===== src/twr_pkg.sv =====
package twr_pkg;

	// register space seen through the serial pointer
	localparam int unsigned REG_COUNT = 128;
	localparam int unsigned PTR_W = 7;
	localparam logic [6:0] PTR_MAX = 7'h7f;
	localparam logic [6:0] PTR_RESET = 7'h00;
	localparam int unsigned HOLD_BIT = 7;

	// port control register and its pass-through field
	localparam logic [6:0] PORT_CTRL_OFS = 7'h14;
	localparam int unsigned PASS_BIT = 6;
	localparam logic [7:0] PORT_CTRL_RST = 8'h20;

	// read-only test readback register
	localparam logic [6:0] TEST_RB_OFS = 7'h6b;
	localparam logic [7:0] TEST_RB_RST = 8'h00;

	// every other storage register
	localparam logic [7:0] REG_RST = 8'h00;

	// serial framing
	localparam logic [3:0] BITS_PER_BYTE = 4'h8;

	// cycles a bridge direction stays blocked after the other one lets go
	localparam logic [2:0] BRIDGE_GUARD = 3'h5;

	typedef struct packed {
		logic scl;
		logic sda;
		logic tuner_sda;
	} twr_lines_t;

	typedef struct packed {
		logic en;
		logic [6:0] addr;
		logic [7:0] data;
	} twr_wr_t;

	typedef enum logic [6:0] {
		ST_IDLE = 7'h01,
		ST_ADDR = 7'h02,
		ST_ADDR_ACK = 7'h04,
		ST_WR_BYTE = 7'h08,
		ST_WR_ACK = 7'h10,
		ST_RD_BYTE = 7'h20,
		ST_RD_ACK = 7'h40
	} twr_state_t;

	// pointer step after a data byte: held, or +1 saturating at the top
	function automatic logic [6:0] twr_next_ptr(input logic [6:0] p,
		input logic hold);
		logic [6:0] n;
		n = p;
		if (!hold && p != PTR_MAX)
		begin
			n = p + 7'h01;
		end
		return n;
	endfunction : twr_next_ptr

endpackage : twr_pkg


===== src/twr_sync.sv =====
`timescale 1ns/1ps
module twr_sync import twr_pkg::*; #(
	parameter int unsigned WIDTH = 3,
	parameter logic [WIDTH-1:0] RST_VAL = '1
) (
	// clock and reset
	input wire logic clk,
	input wire logic rst_n,
	// asynchronous lines and their filtered copies
	input wire logic [WIDTH-1:0] async_in,
	output logic [WIDTH-1:0] stable_out
);

	if (WIDTH < 1)
	begin : g_bad_width
		$error("twr_sync: WIDTH must be at least one");
	end

	logic [WIDTH-1:0] s1_q, s2_q, s3_q, stable_q;
	logic [WIDTH-1:0] stable_d;

	// a bit moves only when stages two and three agree, so a glitch
	// shorter than a clock never reaches the protocol logic
	always_comb
	begin
		stable_d = stable_q;
		for (int i = 0; i < WIDTH; i++)
		begin
			if (s2_q[i] == s3_q[i])
			begin
				stable_d[i] = s3_q[i];
			end
		end
	end

	always_ff @(posedge clk or negedge rst_n)
	begin
		if (!rst_n)
		begin
			s1_q <= RST_VAL;
			s2_q <= RST_VAL;
			s3_q <= RST_VAL;
			stable_q <= RST_VAL;
		end
		else
		begin
			s1_q <= async_in;
			s2_q <= s1_q;
			s3_q <= s2_q;
			stable_q <= stable_d;
		end
	end

	assign stable_out = stable_q;

endmodule : twr_sync


===== src/twr_regs.sv =====
`timescale 1ns/1ps
module twr_regs import twr_pkg::*; #(
	parameter int unsigned DEPTH = REG_COUNT
) (
	// clock and reset
	input wire logic clk,
	input wire logic rst_n,
	// write and read ports
	input wire twr_wr_t wr,
	input wire logic [6:0] raddr,
	output logic [7:0] rdata,
	// decoded control
	output logic pass_through
);

	if (DEPTH != REG_COUNT)
	begin : g_bad_depth
		$error("twr_regs: DEPTH must match the 7-bit pointer range");
	end

	logic [7:0] mem_q [DEPTH];
	logic [7:0] mem_d [DEPTH];

	always_comb
	begin
		mem_d = mem_q;
		// the test readback register ignores writes
		if (wr.en && wr.addr != TEST_RB_OFS)
		begin
			mem_d[wr.addr] = wr.data;
		end
	end

	always_ff @(posedge clk or negedge rst_n)
	begin
		if (!rst_n)
		begin
			for (int i = 0; i < DEPTH; i++)
			begin
				mem_q[i] <= REG_RST;
			end
			mem_q[PORT_CTRL_OFS] <= PORT_CTRL_RST;
			mem_q[TEST_RB_OFS] <= TEST_RB_RST;
		end
		else
		begin
			mem_q <= mem_d;
		end
	end

	assign rdata = mem_q[raddr];
	// bit 6 of port control opens the tuner path
	assign pass_through = mem_q[PORT_CTRL_OFS][PASS_BIT];

endmodule : twr_regs


===== src/twr_slave.sv =====
// What this block does
// - in a write not preceded by a read, first byte after chip address loads the pointer only
// - a read after STOP starts returning register zero
// - STOP after a valid chip address clears the pointer to zero
// - START or repeated START leaves the pointer untouched
// - pointer bit 7 high holds the pointer, low advances it per byte
// - low seven pointer bits select register 0 to 127
// - auto-increment stops at 127 and stays until STOP or a new pointer byte
// - bytes travel most significant bit first both ways
// - address bit eight high means slave transmitter, low receiver
// - straps are caught at reset release as the 7-bit bus address
// - foreign chip addresses are ignored until our own comes again
// - write after read by repeated START continues at current pointer
// - port control bit 6 opens or closes the tuner pass-through
// - pass-through carries clock on port line 0, data on line 1
// - test readback register ignores writes and resets to zero
`timescale 1ns/1ps
module twr_slave import twr_pkg::*; (
	// clock and reset
	input wire logic ref_clk,
	input wire logic rst_n,
	// address straps
	input wire logic [6:0] addr_strap,
	// host serial bus
	input wire logic host_bus_clock,
	input wire logic host_bus_data_i,
	output logic host_bus_data_o,
	output logic host_bus_data_oe,
	// tuner bus on general port lines 0 and 1
	output logic tuner_bus_clock_o,
	output logic tuner_bus_clock_oe,
	input wire logic tuner_bus_data_i,
	output logic tuner_bus_data_o,
	output logic tuner_bus_data_oe,
	// status
	output logic pass_through
);

	// ---------------- pin synchronisers
	twr_lines_t lines_raw;
	twr_lines_t lines;
	logic [2:0] lines_vec;

	assign lines_raw = '{scl: host_bus_clock, sda: host_bus_data_i,
		tuner_sda: tuner_bus_data_i};

	twr_sync #(
		.WIDTH(3),
		.RST_VAL(3'h7)
	) u_sync (
		.clk(ref_clk),
		.rst_n(rst_n),
		.async_in(lines_raw),
		.stable_out(lines_vec)
	);

	assign lines = twr_lines_t'(lines_vec);

	// ---------------- strap capture
	logic [6:0] bus_addr_q, bus_addr_d;
	logic strap_done_q, strap_done_d;

	// straps are static wiring, so the first edge after release takes
	// them directly; the value then holds until the next reset
	always_comb
	begin
		bus_addr_d = bus_addr_q;
		strap_done_d = strap_done_q;
		if (!strap_done_q)
		begin
			bus_addr_d = addr_strap;
			strap_done_d = 1'b1;
		end
	end

	always_ff @(posedge ref_clk or negedge rst_n)
	begin
		if (!rst_n)
		begin
			bus_addr_q <= 7'h00;
			strap_done_q <= 1'b0;
		end
		else
		begin
			bus_addr_q <= bus_addr_d;
			strap_done_q <= strap_done_d;
		end
	end

	// ---------------- register file
	twr_wr_t wr_d;
	logic [6:0] ptr_q, ptr_d;
	logic [7:0] rd_data;
	logic pass_en;

	twr_regs #(
		.DEPTH(REG_COUNT)
	) u_regs (
		.clk(ref_clk),
		.rst_n(rst_n),
		.wr(wr_d),
		.raddr(ptr_q),
		.rdata(rd_data),
		.pass_through(pass_en)
	);

	// ---------------- bus conditions
	logic scl_p_q, sda_p_q;
	logic scl_rise, scl_fall, bus_start, bus_stop;

	assign scl_rise = lines.scl & ~scl_p_q;
	assign scl_fall = ~lines.scl & scl_p_q;
	assign bus_start = lines.scl & scl_p_q & ~lines.sda & sda_p_q;
	assign bus_stop = lines.scl & scl_p_q & lines.sda & ~sda_p_q;

	// ---------------- protocol engine
	twr_state_t st_q, st_d;
	logic [3:0] cnt_q, cnt_d;
	logic [7:0] sh_q, sh_d;
	logic hold_q, hold_d;
	logic first_q, first_d;
	logic addressed_q, addressed_d;
	logic rd_seen_q, rd_seen_d;
	logic rw_q, rw_d;
	logic drv_q, drv_d;
	logic nack_q, nack_d;

	always_comb
	begin
		st_d = st_q;
		cnt_d = cnt_q;
		sh_d = sh_q;
		ptr_d = ptr_q;
		hold_d = hold_q;
		first_d = first_q;
		addressed_d = addressed_q;
		rd_seen_d = rd_seen_q;
		rw_d = rw_q;
		drv_d = drv_q;
		nack_d = nack_q;
		wr_d = '0;
		if (bus_stop)
		begin
			if (addressed_q)
			begin
				ptr_d = PTR_RESET;
				hold_d = 1'b0;
			end
			addressed_d = 1'b0;
			rd_seen_d = 1'b0;
			drv_d = 1'b0;
			st_d = ST_IDLE;
		end
		else if (bus_start)
		begin
			// pointer and hold flag survive a repeated start
			cnt_d = 4'h0;
			drv_d = 1'b0;
			st_d = ST_ADDR;
		end
		else
		begin
			case (st_q)
				ST_IDLE:
				begin
					drv_d = 1'b0;
				end
				ST_ADDR:
				begin
					if (scl_rise)
					begin
						sh_d = {sh_q[6:0], lines.sda};
						cnt_d = cnt_q + 4'h1;
					end
					else if (scl_fall && cnt_q == BITS_PER_BYTE)
					begin
						if (sh_q[7:1] == bus_addr_q)
						begin
							drv_d = 1'b1;
							rw_d = sh_q[0];
							addressed_d = 1'b1;
							st_d = ST_ADDR_ACK;
						end
						else
						begin
							st_d = ST_IDLE;
						end
					end
				end
				ST_ADDR_ACK:
				begin
					if (scl_fall)
					begin
						cnt_d = 4'h0;
						if (rw_q)
						begin
							// after a stop the pointer is zero
							sh_d = rd_data;
							drv_d = ~rd_data[7];
							rd_seen_d = 1'b1;
							st_d = ST_RD_BYTE;
						end
						else
						begin
							drv_d = 1'b0;
							// no pointer byte after a read
							first_d = ~rd_seen_q;
							st_d = ST_WR_BYTE;
						end
					end
				end
				ST_WR_BYTE:
				begin
					if (scl_rise)
					begin
						sh_d = {sh_q[6:0], lines.sda};
						cnt_d = cnt_q + 4'h1;
					end
					else if (scl_fall && cnt_q == BITS_PER_BYTE)
					begin
						if (first_q)
						begin
							ptr_d = sh_q[6:0];
							hold_d = sh_q[HOLD_BIT];
							first_d = 1'b0;
						end
						else
						begin
							wr_d = '{en: 1'b1, addr: ptr_q, data: sh_q};
							ptr_d = twr_next_ptr(ptr_q, hold_q);
						end
						drv_d = 1'b1;
						st_d = ST_WR_ACK;
					end
				end
				ST_WR_ACK:
				begin
					if (scl_fall)
					begin
						drv_d = 1'b0;
						cnt_d = 4'h0;
						st_d = ST_WR_BYTE;
					end
				end
				ST_RD_BYTE:
				begin
					if (scl_rise)
					begin
						cnt_d = cnt_q + 4'h1;
					end
					else if (scl_fall)
					begin
						if (cnt_q == BITS_PER_BYTE)
						begin
							drv_d = 1'b0;
							ptr_d = twr_next_ptr(ptr_q, hold_q);
							st_d = ST_RD_ACK;
						end
						else if (cnt_q != 4'h0)
						begin
							sh_d = {sh_q[6:0], 1'b0};
							drv_d = ~sh_q[6];
						end
					end
				end
				ST_RD_ACK:
				begin
					if (scl_rise)
					begin
						nack_d = lines.sda;
					end
					else if (scl_fall)
					begin
						if (!nack_q)
						begin
							sh_d = rd_data;
							drv_d = ~rd_data[7];
							cnt_d = 4'h0;
							st_d = ST_RD_BYTE;
						end
						else
						begin
							// host ended the read; wait for stop or restart
							st_d = ST_IDLE;
						end
					end
				end
				default:
				begin
					drv_d = 1'b0;
					st_d = ST_IDLE;
				end
			endcase
		end
	end

	always_ff @(posedge ref_clk or negedge rst_n)
	begin
		if (!rst_n)
		begin
			scl_p_q <= 1'b1;
			sda_p_q <= 1'b1;
			st_q <= ST_IDLE;
			cnt_q <= 4'h0;
			sh_q <= 8'h00;
			ptr_q <= PTR_RESET;
			hold_q <= 1'b0;
			first_q <= 1'b0;
			addressed_q <= 1'b0;
			rd_seen_q <= 1'b0;
			rw_q <= 1'b0;
			drv_q <= 1'b0;
			nack_q <= 1'b0;
		end
		else
		begin
			scl_p_q <= lines.scl;
			sda_p_q <= lines.sda;
			st_q <= st_d;
			cnt_q <= cnt_d;
			sh_q <= sh_d;
			ptr_q <= ptr_d;
			hold_q <= hold_d;
			first_q <= first_d;
			addressed_q <= addressed_d;
			rd_seen_q <= rd_seen_d;
			rw_q <= rw_d;
			drv_q <= drv_d;
			nack_q <= nack_d;
		end
	end

	// ---------------- pass-through bridge and pin drivers
	// each data direction may only start while the other is idle and the
	// guard has run out; the guard covers the synchroniser lag, without
	// it both sides would keep each other low after a release
	logic to_host_q, to_host_d;
	logic to_tuner_q, to_tuner_d;
	logic [2:0] guard_q, guard_d;
	logic tclk_oe_q, tclk_oe_d;
	logic host_oe_q, host_oe_d;
	logic pass_q;

	always_comb
	begin
		tclk_oe_d = pass_en & ~lines.scl;
		to_host_d = pass_en & ~lines.tuner_sda & ~to_tuner_q &
			(to_host_q | guard_q == 3'h0);
		to_tuner_d = pass_en & ~lines.sda & ~to_host_q & ~drv_q &
			(to_tuner_q | guard_q == 3'h0);
		host_oe_d = drv_d | to_host_d;
		guard_d = guard_q;
		// any release of the host line, our own acknowledge included,
		// starts the guard so its lagging low does not leak to the tuner
		if ((host_oe_q & ~host_oe_d) | (to_tuner_q & ~to_tuner_d))
		begin
			guard_d = BRIDGE_GUARD;
		end
		else if (guard_q != 3'h0)
		begin
			guard_d = guard_q - 3'h1;
		end
	end

	always_ff @(posedge ref_clk or negedge rst_n)
	begin
		if (!rst_n)
		begin
			to_host_q <= 1'b0;
			to_tuner_q <= 1'b0;
			guard_q <= 3'h0;
			tclk_oe_q <= 1'b0;
			host_oe_q <= 1'b0;
			pass_q <= 1'b0;
		end
		else
		begin
			to_host_q <= to_host_d;
			to_tuner_q <= to_tuner_d;
			guard_q <= guard_d;
			tclk_oe_q <= tclk_oe_d;
			host_oe_q <= host_oe_d;
			pass_q <= pass_en;
		end
	end

	// open-drain pins only ever pull low
	assign host_bus_data_o = 1'b0;
	assign tuner_bus_clock_o = 1'b0;
	assign tuner_bus_data_o = 1'b0;
	assign host_bus_data_oe = host_oe_q;
	assign tuner_bus_clock_oe = tclk_oe_q;
	assign tuner_bus_data_oe = to_tuner_q;
	assign pass_through = pass_q;

endmodule : twr_slave


===== config.mk =====
export PLATFORM = sky130hd
export DESIGN_NAME = twr_slave
export DESIGN_NICKNAME = d
export VERILOG_FILES = /design/src/twr_pkg.sv /design/src/twr_sync.sv /design/src/twr_regs.sv /design/src/twr_slave.sv
export SDC_FILE = /design/constraint.sdc
export NUM_CORES = 2
export LEC_CHECK = 0
export BUFFER_PORTS_ARGS = -buffer_cell sky130_fd_sc_hd__buf_4
export CAP_MARGIN = 10
export CELL_PAD_IN_SITES_DETAIL_PLACEMENT = 2
export CELL_PAD_IN_SITES_GLOBAL_PLACEMENT = 2
export CORE_UTILIZATION = 44
export DETAILED_ROUTE_END_ITERATION = 8
export GPL_TIMING_DRIVEN = 0
export PLACE_DENSITY_LB_ADDON = 0.1
export SYNTH_ARGS = -nofsm -noshare
export SYNTH_HDL_FRONTEND = slang
export SYNTH_HIERARCHICAL = 1
export SYNTH_SLANG_ARGS = --single-unit

===== constraint.sdc =====
create_clock -name ref_clk -period 3.7 [get_ports ref_clk]
set_input_delay 0.185 -clock ref_clk [delete_from_list [all_inputs] [get_ports ref_clk]]
set_output_delay 0.185 -clock ref_clk [all_outputs]
set_load 0.03 [all_outputs]

Word level (Yosys, flattened, before mapping)
Cells that the tools add are included.

storage, ports and cells
  bits in registers = 1,087
  bits in latches = 0
  bits in writable memories = 0
  ROM bits = 0
  input bits = 12
  word-level logic and storage cells = 387
  memories kept = 0

operators by class
  $add $sub $neg = 3
  multiply operators = 0
  div/mod/pow operators = 0
  $lt $le $gt $ge = 3
  equality and inequality tests = 52
  shifts and indexed selects = 0
  multiplexer cells = 101
  bitwise gates (word level) = 39
  reductions and logical operators = 34

operator list
  operator              number
  $bwmux W1024          1
  $mux W7               23
  $mux W8               13
  $mux W16              6
  $bmux W8 S7           1
  $demux W8 S7          1
  $pmux W7 S7           1
  $ne A4 B4 Y1 const B  11
  $mux W1               39
  $pmux W8 S4           1
  $ne A3 B3 Y1 const B  9
  $mux W4               6
  $ne A2 B2 Y1 const B  12
  $reduce_bool A2 Y1    10
  $and A1 B1 Y1         17
  $ge A8 B8 Y1 const B  2
  $not A1 Y1            16
  $not A7 Y8            2
  $ne A7 B7 Y1 const B  2
  $pmux W7 S2           1
  $reduce_and A7 Y1     2
  $reduce_and A13 Y1    1
  $mux W6               2
  $pmux W4 S3           1
  32 further kinds      52

Depth between registers and ports, before layout
  depth after elaboration = 16
  mapped depth = 16
  mapped depth without buffers = 11

Cells and area by module
The synthesis kept the hierarchy.

modules (own cells, without submodules)
  module     instances  cells each  area an instance (um^2)  seq. area each (um^2)
  twr_regs   1          2,785       46,372.0                 25,625.8
  twr_slave  1          317         3,047.9                  1,280.0
  twr_sync   1          15          349.1                    315.3

Worst setup path after synthesis
OpenSTA, ideal clock, no wires.

  kind = register to register
  start = register scl_p_q
  end = register u_regs/mem_q[544] in the netlist's numbering
  arrival = 3.569 ns
  required time = 3.575 ns
  slack = 0.006 ns
  stages on the path, launching flop included = 14
  buffers on the path = 4
  clock period less this slack = 3.694 ns
  path through = dfstp_2 nor2b_1 and3_1 clkbuf_1 nand2_1 nor3_1 clkbuf_1 and2_1 clkbuf_1 nor2b_1 nand4_1 clkbuf_1 nor2_1 mux2_2

RTL lines
  element                 RTL line          text
  from (decl)             twr_slave.sv:108  logic scl_p_q, sda_p_q;
  from (signal assigned)  twr_slave.sv:317  scl_p_q <= lines.scl;
  to (signal assigned)    twr_regs.sv:47    mem_q <= mem_d;
  to (decl)               twr_regs.sv:21    logic [7:0] mem_q [DEPTH];

Worst setup path in the final report
  start = register ptr_q[0]
  end = register sh_q[6]

on the way
  longest elaborated chain between the ends = 8

RTL lines
  element                                          RTL line          text
  from (decl)                                      twr_slave.sv:92   logic [6:0] ptr_q, ptr_d;
  from (signal assigned)                           twr_slave.sv:322  ptr_q <= ptr_d;
  $not A7 Y8 (implied by the code) (*)             twr_regs.sv:51    assign rdata = mem_q[raddr];
  $bmux W8 S7 (*)                                  twr_regs.sv:51
  $mux W8 (implied by the code) (*) (2 in series)  twr_regs.sv:51
  net rd_data[6]                                   twr_slave.sv:93   logic [7:0] rd_data;
  $mux W8                                          twr_slave.sv:274  if (!nack_q)
  $mux W8                                          twr_slave.sv:272  else if (scl_fall)
  $mux W8                                          twr_slave.sv:268  if (scl_rise)
  $pmux W8 S4 (*)                                  twr_slave.sv:163  case (st_q)
  to (signal assigned)                             twr_slave.sv:305  sh_q <= 8'h00;
  to (signal assigned)                             twr_slave.sv:321  sh_q <= sh_d;
  to (decl)                                        twr_slave.sv:119  logic [7:0] sh_q, sh_d;

The timed path passes the listed nets; every way through them passes the cells marked *. The select of a mux whose other input is x is not followed.
A chain may end at the register's enable or synchronous reset.

==> impl_metrics.toml <==
[timing]
drv_slew = 0
setup_ws_ns = -0.199
slew_headroom_pct = 19.1
finalSetupViolations = 20
clock_skew_ns = 0.0230
rsz0062_at_grt = "yes"
worst_pin_slew_ns = 1.21
final-hold-violation-count = 0
fmax_mhz = 256
period_share_pct = 105
final.setup.tns_ns = -1.89
holdWs_ns = 0.0809
period_needed_ns = 3.90

[setup_path]
slowest_stage = "mux4_2"
max_stage_delay_ns = 0.63
end_kind = "flop"
critPathRequiredTime_ns = 4.30
crit_path_frequent_cell = "mux4_2"
arrival_ns = 4.50
critPathLaunch = "ptr_q[0]"
worstPathMaxFanout = 6
cp_top_family = "multiplexers"
critPathKind = "flop to flop"
critPathLaunchType = "flop"
path_buf_inv = 5
worstReg2RegStart = "ptr_q[0]"
path_cells = "clkbuf_16, buf_12, buf_16, buf_4, buf_6, mux4_2, mux4_2, mux4_2, mux2_4, mux2_4, mux2_2"

[logic_synthesis]
syn_area_per_cell_um2 = 16.0
yosys_warnings = 6
seq_area_frac_synth_pct = 54.7
yosys_most_used_dff = "dfrtp_1"
synthArstFlopShare_pct = 100
synth_cell_types = 61
syn_area_um2 = 49800
synth_edf_count = 0
synth_seq_cells = 1087
synthCells = 3117

[die]
rows = 123
io_pins = 19
dieArea_um2 = 114000
die_h_um = 338
core_um2 = 112000
start_util_pct = 44.3
die_w_um = 338

[grt]
grt_pass1_wl_mm = 256
grt_pass1_vias = 34700
grt_max_degree = 176
track_usage_pct = 31.1
grt_antenna_before_repair = 13
grt-ovfl-total = 0

[clock_network]
cts_buffer_depth = 3
root_buffer = "clkbuf_16"
cts_made_buffers = 119
clkSlewWorstSetupHoldPaths_ns = 0.06
cts_sinks = 1087
insertion_delay_ns = 0.73
htreeDepth = 3
cts_tree = "built"

[status]
violations = "negative setup slack"
status = "finished with violations"

[routing]
vias_per_cell = 6.13
wl_per_cell_um = 35.5
wirelength_mm = 177
drtIter0Drc = 1982
drc = 0
drt-pass1-iter-count = 5
routed-via-count = 30500
ant_nets = 0

[power_and_ir_drop]
ir_worst_vdd_v = 0.000384
powerDensity_nw_per_um2 = 422
power.leakage_nw = 27.7
fin_total_pwr_mw = 25.1

[place]
pre_cts_ws_ns = -2.50
dp_hpwl_mm = 121
portBuffers = 15
gp_congestion = 0.861
placed_cells = 4651

[final_layout]
fin_cells = 4982
final_common_cell = "dfrtp_1"
syn_to_final_growth_pct = 19.4
mostFrequentLayoutCells = "1068 x dfrtp_1, 1034 x mux2_2, 336 x mux4_2, 125 x clkbuf_16, 115 x clkbuf_1"
finalNetCount = 3387
n_fill_cell = 9784
drive_gt1_share_pct = 58.4
regArea_um2 = 27200
multi_input_area_um2 = 22500

[job]
cap_violations = 0

[hold_path]
holdCritPathClass = "input port to asynchronous set/reset pin"
[final timing paths]
path                                           to  slack (ns)  cells after the start
worst max-delay path                      sh_q[6]       -0.20                     11
worst min-delay path            u_regs/mem_q[798]        0.08                      2
worst max register to register            sh_q[6]       -0.20                     11
worst min register to register     u_sync/s2_q[2]        0.36                      0
max in group asynchronous       u_regs/mem_q[188]        0.94                      5
min in group ref_clk               u_sync/s1_q[1]        0.14                      2
[cell type report]
cell class	count	share of cell area [%]
sequential	1087	45.8
multi-input combinational	1788	37.8
clock buffer	179	6.07
timing repair buffer	143	3.34
tap	1500	3.16
buffer	220	2.72
clock inverter	44	0.964
inverter	11	0.0695
antenna	10	0.0421
[layer usage]
metal	track usage [%]	vias up	wire length (um)
li1	-	12200	-
met1	39.6	17200	70600
met2	52.2	793	88900
met3	5.37	360	8540
met4	13.7	4	8680
met5	0	-	24
[repair_timing]
action	in CTS	in global routing
pin swaps	47	14
cloned	3	2
endpoints found under the hold margin	142	0
buffers inserted	78	17
resized for setup	469	90
hold buffers	11	0
endpoints found under the setup margin	1029	997
[synthesized netlist by cell type, drive strengths merged, types with 2 or more instances]
cell | number | area, um2
and2 | 21 | 134
and3 | 8 | 50.1
nor4 | 4 | 25.0
ha | 5 | 62.6
nand4 | 7 | 43.8
or4 | 3 | 26.3
a211oi | 3 | 22.5
xor2 | 5 | 43.8
nor4b | 3 | 26.3
o21ai | 27 | 135
xnor2 | 5 | 43.8
maj3 | 3 | 33.8
a311oi | 2 | 17.5
inv | 11 | 41.3
buf | 58 | 324
mux2i | 2 | 20.0
dfstp | 16 | 420
dfrtp | 1071 | 26800
a31oi | 2 | 12.5
or3 | 3 | 18.8
o31ai | 3 | 22.5
mux2 | 1049 | 11800
nor3 | 13 | 65.1
nor2b | 12 | 75.1
or2 | 2 | 12.5
a41o | 2 | 20.0
a21oi | 13 | 65.1
mux4 | 336 | 7570
conb | 2 | 7.51
nand3 | 14 | 70.1
nand2b | 12 | 75.1
a21boi | 2 | 18.8
o2111ai | 2 | 35.0
nand2 | 108 | 405
a211o | 2 | 17.5
nor2 | 92 | 345
clkbuf | 175 | 657
a41oi | 4 | 35.0
[power breakdown]
group          switching, mW  internal, mW
Clock                   5.07          7.59
Combinational          0.337        0.0986
Sequential            0.0312          11.9
[cells by family (layout without fill, tap and decap cells)]
logic type	Yosys count	after routing	synth area share, %
muxes	1387	1387	39.0
DFF	1087	1087	54.7
and+or+nand+nor	304	304	2.79
buffers and inverters	244	597	2.05
AOI/OAI and AO/OA	75	75	1.04
xor gates and xnor gates	10	10	0.176
adders and majority gates	8	8	0.194
other	2	14	0.0151
[state kept, by name (all words and copies together) (netlist names), 3 cells and up]
register and count:
st_q 7, sh_q 8, u_sync/s1_q 3, u_sync/s3_q 3
u_sync/stable_out 3, ptr_q 7, bus_addr_q 7, u_sync/s2_q 3
guard_q 3, cnt_q 4, u_regs/mem_q 1023
[stage by stage]
step | instance area [um2] | utilization (%)
after detailed placement | 52200 | 46.4
final | 59400 | 52.9
after global routing | 59400 | 52.9
after floorplan | 49800 | -
after global placement | 51800 | 46.1
after CTS | 58900 | 52.4
Note: power is estimated with default switching activity, not from simulation.
